`src/logic/pieb2_pkg.sv`:
```
/*
 * package for the second peripheral interrupt enable bank: register
 * indices, field positions, reset values, bus answers and carrier types.
 * assumes a 32-bit avalon-mm slave with byte addresses (index * 4).
 */
package pieb2_pkg;

  localparam int ADDR_W = 10;
  localparam int DATA_W = 32;
  localparam int REG_W = 8;

  // register indices; byte address is index * 4
  localparam logic [7:0] IDX_FLAGS_ONE = 8'h0C;
  localparam logic [7:0] IDX_FLAGS_TWO = 8'h0D;
  localparam logic [7:0] IDX_ENABLES_TWO = 8'h8D;
  localparam logic [7:0] IDX_FLAGS_CLEAR = 8'h90;

  // field positions, shared by flags and masks
  localparam int BIT_CAPCOMP_TWO = 0;
  localparam int BIT_COLLISION = 3;
  localparam int BIT_EEPROM_DONE = 4;
  localparam int BIT_RESERVED = 6;

  // bits that store a value; 7, 5, 2, 1 read zero
  localparam logic [REG_W-1:0] STORE_MASK = 8'h59;
  localparam logic [REG_W-1:0] ENABLES_RESET = 8'h00;
  localparam logic [REG_W-1:0] FLAGS_RESET = 8'h00;

  localparam logic [1:0] RESP_OKAY = 2'h0;
  localparam logic [1:0] RESP_SLVERR = 2'h2;

  typedef struct packed {
    logic eeprom_write_done;
    logic collision;
    logic capcomp_two;
  } pieb2_event_type;

  typedef struct packed {
    logic read;
    logic write;
    logic [ADDR_W-1:0] address;
    logic [3:0] byteenable;
    logic [DATA_W-1:0] writedata;
  } pieb2_req_type;

endpackage

```
`src/logic/pieb2_top.sv`:
```
/*
 * second peripheral interrupt enable bank with its companion flag
 * register and a one-line level interrupt request, behind avalon-mm.
 * assumes event strobes come from logic on mclk_i, one cycle each.
 */
`timescale 1ns/10ps

module pieb2_top
  import pieb2_pkg::*;
(
  // clock and reset
  input wire logic mclk_i,
  input wire logic arst_n_i,
  // avalon-mm slave
  input wire logic read_i,
  input wire logic write_i,
  input wire logic [ADDR_W-1:0] address_i,
  input wire logic [3:0] byteenable_i,
  input wire logic [DATA_W-1:0] writedata_i,
  output logic [DATA_W-1:0] readdata_o,
  output logic waitrequest_o,
  output logic [1:0] response_o,
  // peripheral events, one-cycle pulses
  input wire pieb2_event_type events_i,
  // interrupt request
  output logic irq_o
);

  function automatic logic hit(input logic [ADDR_W-1:0] a,
                               input logic [7:0] idx);
    hit = (a == {idx, 2'b00});
  endfunction

  pieb2_req_type req;
  logic ack_q;
  // waitrequest has its own flop so the pin never sees an inverter glitch
  logic wait_q;
  logic take_wr;
  logic take;
  logic lane0;
  logic [REG_W-1:0] enables_q;
  logic [REG_W-1:0] enables_d;
  logic [REG_W-1:0] flags_q;
  logic [REG_W-1:0] flags_d;
  logic [REG_W-1:0] ev_vec;
  logic [DATA_W-1:0] readdata_q;
  logic [1:0] response_q;
  logic irq_q;
  logic mapped;

  assign req = '{read: read_i, write: write_i, address: address_i,
                 byteenable: byteenable_i, writedata: writedata_i};

  // the access completes at the edge where ack_q is high
  assign take = (req.read | req.write) & ack_q;
  assign take_wr = req.write & ack_q;
  assign lane0 = req.byteenable[0];

  assign mapped = hit(req.address, IDX_FLAGS_TWO)
                | hit(req.address, IDX_ENABLES_TWO)
                | hit(req.address, IDX_FLAGS_CLEAR);

  // one wait state: decode settles before the answer is given
  always_ff @(posedge mclk_i or negedge arst_n_i) begin
    if (!arst_n_i) begin
      ack_q <= 1'b0;
      wait_q <= 1'b1;
    end else begin
      ack_q <= (req.read | req.write) & ~ack_q;
      wait_q <= ~((req.read | req.write) & ~ack_q);
    end
  end

  always_comb begin
    ev_vec = '0;
    ev_vec[BIT_CAPCOMP_TWO] = events_i.capcomp_two;
    ev_vec[BIT_COLLISION] = events_i.collision;
    ev_vec[BIT_EEPROM_DONE] = events_i.eeprom_write_done;
  end

  always_comb begin
    enables_d = enables_q;
    if (take_wr && lane0 && hit(req.address, IDX_ENABLES_TWO)) begin
      enables_d = req.writedata[REG_W-1:0] & STORE_MASK;
    end
  end

  always_comb begin
    flags_d = flags_q;
    if (take_wr && lane0 && hit(req.address, IDX_FLAGS_TWO)) begin
      flags_d = req.writedata[REG_W-1:0] & STORE_MASK;
    end
    if (take_wr && lane0 && hit(req.address, IDX_FLAGS_CLEAR)) begin
      flags_d = flags_d & ~req.writedata[REG_W-1:0];
    end
    // an event in the clearing cycle still lands, mask or not
    flags_d = flags_d | ev_vec;
  end

  always_ff @(posedge mclk_i or negedge arst_n_i) begin
    if (!arst_n_i) begin
      enables_q <= ENABLES_RESET;
    end else begin
      enables_q <= enables_d;
    end
  end

  always_ff @(posedge mclk_i or negedge arst_n_i) begin
    if (!arst_n_i) begin
      flags_q <= FLAGS_RESET;
    end else begin
      flags_q <= flags_d;
    end
  end

  // masks gate only the request line; reserved bit 6 never requests
  always_ff @(posedge mclk_i or negedge arst_n_i) begin
    if (!arst_n_i) begin
      irq_q <= 1'b0;
    end else begin
      irq_q <= (flags_d[BIT_CAPCOMP_TWO] & enables_d[BIT_CAPCOMP_TWO])
             | (flags_d[BIT_COLLISION] & enables_d[BIT_COLLISION])
             | (flags_d[BIT_EEPROM_DONE] & enables_d[BIT_EEPROM_DONE]);
    end
  end

  // read data captured at the first request edge, while ack_q is low; clear register reads zero
  always_ff @(posedge mclk_i or negedge arst_n_i) begin
    if (!arst_n_i) begin
      readdata_q <= '0;
      response_q <= RESP_OKAY;
    end else if ((req.read | req.write) && !ack_q) begin
      readdata_q <= '0;
      response_q <= mapped ? RESP_OKAY : RESP_SLVERR;
      if (req.read && hit(req.address, IDX_ENABLES_TWO)) begin
        readdata_q[REG_W-1:0] <= enables_q & STORE_MASK;
      end
      if (req.read && hit(req.address, IDX_FLAGS_TWO)) begin
        readdata_q[REG_W-1:0] <= flags_q & STORE_MASK;
      end
    end
  end

  assign readdata_o = readdata_q;
  assign waitrequest_o = wait_q;
  assign response_o = response_q;
  assign irq_o = irq_q;

  a_enable_store: assert property (@(posedge mclk_i) disable iff (!arst_n_i)
    take_wr && lane0 && hit(req.address, IDX_ENABLES_TWO)
    |=> enables_q == ($past(req.writedata[REG_W-1:0]) & STORE_MASK))
    else $error("enable register write not stored");

  a_capcomp_gate: assert property (@(posedge mclk_i) disable iff (!arst_n_i)
    flags_q[BIT_CAPCOMP_TWO] && enables_q[BIT_CAPCOMP_TWO] |-> irq_o)
    else $error("capture/compare request not raised");

  a_collision_gate: assert property (@(posedge mclk_i)
    disable iff (!arst_n_i)
    flags_q[BIT_COLLISION] && enables_q[BIT_COLLISION] |-> irq_o)
    else $error("collision request not raised");

  a_eeprom_gate: assert property (@(posedge mclk_i) disable iff (!arst_n_i)
    flags_q[BIT_EEPROM_DONE] && enables_q[BIT_EEPROM_DONE] |-> irq_o)
    else $error("eeprom request not raised");

  a_irq_masked: assert property (@(posedge mclk_i) disable iff (!arst_n_i)
    irq_o |-> |(flags_q & enables_q & 8'h19))
    else $error("request raised with no enabled flag");

  a_event_sets: assert property (@(posedge mclk_i) disable iff (!arst_n_i)
    events_i.collision |=> flags_q[BIT_COLLISION])
    else $error("collision event lost");

  a_flag_place: assert property (@(posedge mclk_i) disable iff (!arst_n_i)
    events_i.eeprom_write_done && !events_i.capcomp_two
    && !hit(req.address, IDX_FLAGS_TWO) && !$past(flags_q[BIT_CAPCOMP_TWO])
    |=> flags_q[BIT_EEPROM_DONE])
    else $error("eeprom flag not at bit 4");

  a_unused_zero: assert property (@(posedge mclk_i) disable iff (!arst_n_i)
    (enables_q & ~STORE_MASK) == 8'h00
    && (readdata_o[REG_W-1:0] & ~STORE_MASK) == 8'h00)
    else $error("unimplemented bit holds a one");

  a_bus_answer: assert property (@(posedge mclk_i) disable iff (!arst_n_i)
    $rose(read_i) && waitrequest_o |=> !waitrequest_o)
    else $error("no answer after one wait state");

  // bus answer: exactly one wait state, then one ready cycle
  a_wait_pair: assert property (@(posedge mclk_i) disable iff (!arst_n_i)
    (req.read | req.write) && waitrequest_o |=> !waitrequest_o)
    else $error("request not answered after one wait state");

  a_wait_single: assert property (@(posedge mclk_i) disable iff (!arst_n_i)
    !waitrequest_o |=> waitrequest_o)
    else $error("ready held longer than one cycle");

  a_wait_idle: assert property (@(posedge mclk_i) disable iff (!arst_n_i)
    !(req.read | req.write) && waitrequest_o |=> waitrequest_o)
    else $error("ready given with no request");

  // response code follows the decode of the first request cycle
  a_resp_unmapped: assert property (@(posedge mclk_i)
    disable iff (!arst_n_i)
    (req.read | req.write) && waitrequest_o && !mapped
    |=> response_o == RESP_SLVERR)
    else $error("unmapped access not answered with slave error");

  a_resp_mapped: assert property (@(posedge mclk_i) disable iff (!arst_n_i)
    (req.read | req.write) && waitrequest_o && mapped
    |=> response_o == RESP_OKAY)
    else $error("mapped access not answered okay");

  // read data: value at the first request edge, upper bits zero
  a_read_enables: assert property (@(posedge mclk_i)
    disable iff (!arst_n_i)
    req.read && waitrequest_o && hit(req.address, IDX_ENABLES_TWO)
    |=> readdata_o[REG_W-1:0] == ($past(enables_q) & STORE_MASK))
    else $error("enable register read wrong");

  a_read_flags: assert property (@(posedge mclk_i) disable iff (!arst_n_i)
    req.read && waitrequest_o && hit(req.address, IDX_FLAGS_TWO)
    |=> readdata_o[REG_W-1:0] == ($past(flags_q) & STORE_MASK))
    else $error("flag register read wrong");

  a_read_clear: assert property (@(posedge mclk_i) disable iff (!arst_n_i)
    req.read && waitrequest_o && hit(req.address, IDX_FLAGS_CLEAR)
    |=> readdata_o == '0)
    else $error("clear register read not zero");

  a_read_upper: assert property (@(posedge mclk_i) disable iff (!arst_n_i)
    readdata_o[DATA_W-1:REG_W] == '0)
    else $error("upper read data bits not zero");

  // enable storage: only a lane 0 write to its own index changes it
  a_enable_hold: assert property (@(posedge mclk_i) disable iff (!arst_n_i)
    !(take_wr && lane0 && hit(req.address, IDX_ENABLES_TWO))
    |=> $stable(enables_q))
    else $error("enable register changed without a write");

  a_lane_ignore: assert property (@(posedge mclk_i) disable iff (!arst_n_i)
    take_wr && !lane0 |=> $stable(enables_q))
    else $error("write without lane 0 reached enables");

  a_unmapped_nowr: assert property (@(posedge mclk_i)
    disable iff (!arst_n_i)
    take_wr && !mapped |=> $stable(enables_q))
    else $error("unmapped write reached enables");

  // flags: sticky, set by events, written or cleared by software
  a_flags_sticky: assert property (@(posedge mclk_i) disable iff (!arst_n_i)
    !take_wr && ev_vec == '0 |=> flags_q == $past(flags_q))
    else $error("flag changed without event or write");

  a_capcomp_sets: assert property (@(posedge mclk_i) disable iff (!arst_n_i)
    events_i.capcomp_two |=> flags_q[BIT_CAPCOMP_TWO])
    else $error("capture/compare event lost");

  a_eeprom_sets: assert property (@(posedge mclk_i) disable iff (!arst_n_i)
    events_i.eeprom_write_done |=> flags_q[BIT_EEPROM_DONE])
    else $error("eeprom event lost");

  a_flags_write: assert property (@(posedge mclk_i) disable iff (!arst_n_i)
    take_wr && lane0 && hit(req.address, IDX_FLAGS_TWO) && ev_vec == '0
    |=> flags_q == ($past(req.writedata[REG_W-1:0]) & STORE_MASK))
    else $error("flag register write not stored");

  a_flags_clear: assert property (@(posedge mclk_i) disable iff (!arst_n_i)
    take_wr && lane0 && hit(req.address, IDX_FLAGS_CLEAR) && ev_vec == '0
    |=> (flags_q & $past(req.writedata[REG_W-1:0])) == 8'h00)
    else $error("flag clear left a bit set");

  // set wins over a clear in the same cycle
  a_set_wins: assert property (@(posedge mclk_i) disable iff (!arst_n_i)
    take_wr && lane0 && hit(req.address, IDX_FLAGS_CLEAR)
    && events_i.collision |=> flags_q[BIT_COLLISION])
    else $error("clear beat a collision event");

  a_flags_unused: assert property (@(posedge mclk_i) disable iff (!arst_n_i)
    (flags_q & ~STORE_MASK) == 8'h00)
    else $error("unimplemented flag bit holds a one");

  // reserved bit 6 alone must never raise a request
  a_reserved_quiet: assert property (@(posedge mclk_i)
    disable iff (!arst_n_i)
    (flags_q & enables_q & 8'h19) == 8'h00 |-> !irq_o)
    else $error("reserved bit raised a request");

  a_irq_level: assert property (@(posedge mclk_i) disable iff (!arst_n_i)
    irq_o == |(flags_q & enables_q & 8'h19))
    else $error("request line does not follow gated flags");

endmodule

```
`config.mk`:
```
export PLATFORM = sky130hd
export DESIGN_NAME = pieb2_top
export DESIGN_NICKNAME = d
export VERILOG_FILES = /design/src/logic/pieb2_pkg.sv /design/src/logic/pieb2_top.sv
export SDC_FILE = /design/constraint.sdc
export NUM_CORES = 1
export LEC_CHECK = 0
export BUFFER_PORTS_ARGS = -buffer_cell sky130_fd_sc_hd__buf_2
export CAP_MARGIN = 20
export CORE_MARGIN = 5
export CORE_UTILIZATION = 34
export DETAILED_ROUTE_END_ITERATION = 6
export GPL_TIMING_DRIVEN = 0
export PLACE_DENSITY_LB_ADDON = 0.08
export SLEW_MARGIN = 20
export SYNTH_ARGS = -nofsm -noshare
export SYNTH_HDL_FRONTEND = slang
export SYNTH_SLANG_ARGS = --single-unit
```
`constraint.sdc`:
```
create_clock -name mclk_i -period 1.45 [get_ports mclk_i]
set_input_delay 0.2175 -clock mclk_i [delete_from_list [all_inputs] [get_ports mclk_i]]
set_output_delay 0.2175 -clock mclk_i [all_outputs]
set_load 0.02 [all_outputs]
```
==> reports/qor.csv <==
metric,value,unit
layout cells sized above 1,52.1,%
number of synthesized flops with an enable pin,0,
Final Hold Violating Endpoints,0,
crit path kind,input port to register,
cell family with most CP delay,simple AND/OR/NAND/NOR gates,
clk slew on worst S/H paths,0.10,ns
die height,65.5,um
Num Clock Sinks,16,
First DRT Iteration DRCs,10,
final estimated routing congestion in global placement,0.728,
fraction of registers with async set/reset,100,%
Lkg Pwr,0.817,nW
hold path depth,2,
final core utilization,50.4,%
Max transition margin,64.5,%
status,"finished, violations left",
Setup Viol. Count Final,4,
critical-path cell list,buf_2 > or4b_4 > nor4_4 > buf_4 > nand3b_1 > nand3_2 > o221ai_2,
Post-synth top cells,"30 x buf_4, 15 x dfrtp_1, 8 x mux2i_1",
clock root cell,clkbuf_4,
Via density,4.21,
CP max stage delay,0.55,ns
RSZ-0062 raised after global routing,yes,
Peak VDD IR,0.000385,V
port bufs,27,
Post-Syn Instances,99,
Synth area leaders,"dfrtp_1 36%, buf_4 21%, mux2i_1 7.6%",
1st-pass router iterations,4,
"count leader, synth",buf_4,
pins over their slew limit,0,
first-pass GRT wire length,3550,um
Synth area leader,dfrtp_1,
area grow syn2layout,44.3,%
largest net degree at the start of global routing,17,
Crit path depth,7,
clk buf depth,2,
DRT antenna net count,0,
failing checks,negative setup slack,
Final WS setup,-0.110,ns
Synth top area share,35.8,%
CTS buffer count,3,
crit path launch type,input port,
antenna violations before repair,0,
Total Wirelength,2280,um
min Tclk post-route,1.56,ns
vias in the first global route,765,
starting density of the core,34.9,%
Worst Path Required,1.62,ns
"Period Utilization, post-route",108,%
Worst Clk Skew,0.00506,ns
worst path arrival time,1.73,ns
prevailing post-synth register cell,dfrtp_1,
library cells used by synthesis,29,
Slowest cell on crit path,or4b_4,
part of the Yosys area used for sequential elements,38.3,%
DR WL/cell,11.4,um
Max Clk Rate,641,MHz
row count,20,
Synth Cell Area,1050,um^2
clock latency at the later pin of the worst-skew pair,0.29,ns
CTS tree,done,
core area,3000,um^2
Final nets,221,
min-delay worst type,input port to register,
number of diodes,0,
DP Wirelength,1750,um
DRC,0,
crit end category,register,
power per standard cell area,667,nW/um^2
Hold WS,0.112,ns
I/O pin count,89,
synthesized area per cell,10.6,um^2
Total GRT Usage,11.2,%
# H-tree levels,1,
Worst R2R Path Depth,6,
via count,842,
DIE AREA,4290,um^2
synth warn,0,
Slew @ Worst Pin,0.532,ns
Buf/Inv on CP,2,
setup TNS,-0.225,ns
#FFs+latches synth,16,
die width,65.5,um
max cap viols,0,
gr ovfl total,0,
crit path max fanout,3,
-- registers in the layout, indices dropped and copies added, names as in the netlist --
signal / cells
waitrequest_o: 1
irq_o: 1
ack_q: 1
response_o: 1
flags_q: 4
enables_q: 4
readdata_o: 4
-- kinds of logic (layout without fill, tap and decap cells) --
group	Yosys count	after routing	synth area share (%)
buffers and inverters	36	76	23.6
DFF	16	16	38.3
and+or+nand+nor	23	23	18.1
other	1	29	0.358
AOI/OAI and AO/OA	12	12	8.35
muxes	11	11	11.2
-- what timing repair did --
action	CTS	global route
buffers inserted	6	2
endpoints found under the hold margin	15	0
pin swaps	7	2
hold buffers	1	0
endpoints found under the setup margin	8	9
gates resized for setup	6	6
-- per-stage QoR --
stage	power [mW]	cells	area, um^2	setup WS, ns
after floorplan	0.640	127	1170	-0.221
after global placement	0.693	187	1340	-0.606
after detailed placement	0.695	187	1340	-0.569
after CTS	1.01	198	1470	-0.203
after global routing	1.07	200	1510	-0.255
final	1.01	200	1510	-0.110
-- cell type report --
type	instances	area [um^2]
Fill cell	286	1490
Multi-Input combinational cell	75	562
Sequential cell	16	402
Buffer	30	233
Timing Repair Buffer	36	216
Tap cell	33	41.3
Clock buffer	4	36.3
Inverter	6	22.5
-- cell usage in the layout, fill, tap and decap left out, types with 2 or more instances in the layout --
master / count
inv_1: 6
nand2_1: 5
conb_1: 29
clkbuf_4: 3
nor3_1: 2
nor2_1: 2
o21ai_0: 5
mux2_4: 3
nor4_4: 3
mux2i_1: 6
buf_2: 27
dfrtp_1: 15
buf_4: 34
buf_6: 3
nand3b_1: 2
-- worst register-to-register path: stages (launching register included) --
cell and delay (ns):
dfrtp_1 0.38, buf_6 0.10, nand4b_1 0.13, nor4_4 0.23, mux2_4 0.35, a21oi_4 0.14, o221ai_2 0.12
-- final timing paths --
path	from	to	slack, ns
max	address_i[5]	irq_o	-0.11
min	writedata_i[6]	flags_q[6]	0.11
max reg2reg	ack_q	irq_o	-0.11
min reg2reg	readdata_o[3]	readdata_o[3]	0.49
max in group asynchronous	arst_n_i	waitrequest_o	0.79
min in group asynchronous	arst_n_i	flags_q[0]	0.35
-- where the power goes --
group / switching (mW) / internal, mW
Sequential: 0.00345 / 0.456
Clock: 0.151 / 0.153
Combinational: 0.139 / 0.107
Total: 0.294 / 0.715
-- metal layers --
layer / vias up / wire length, um / track usage, %
met1: 386 / 934 / 12.0
met4: 0 / 8 / 3.89
met2: 35 / 1140 / 20.2
met5: - / 0 / 0
met3: 2 / 189 / 3.76
li1: 419 / - / -
Note: power is estimated with default switching activity, not from simulation.
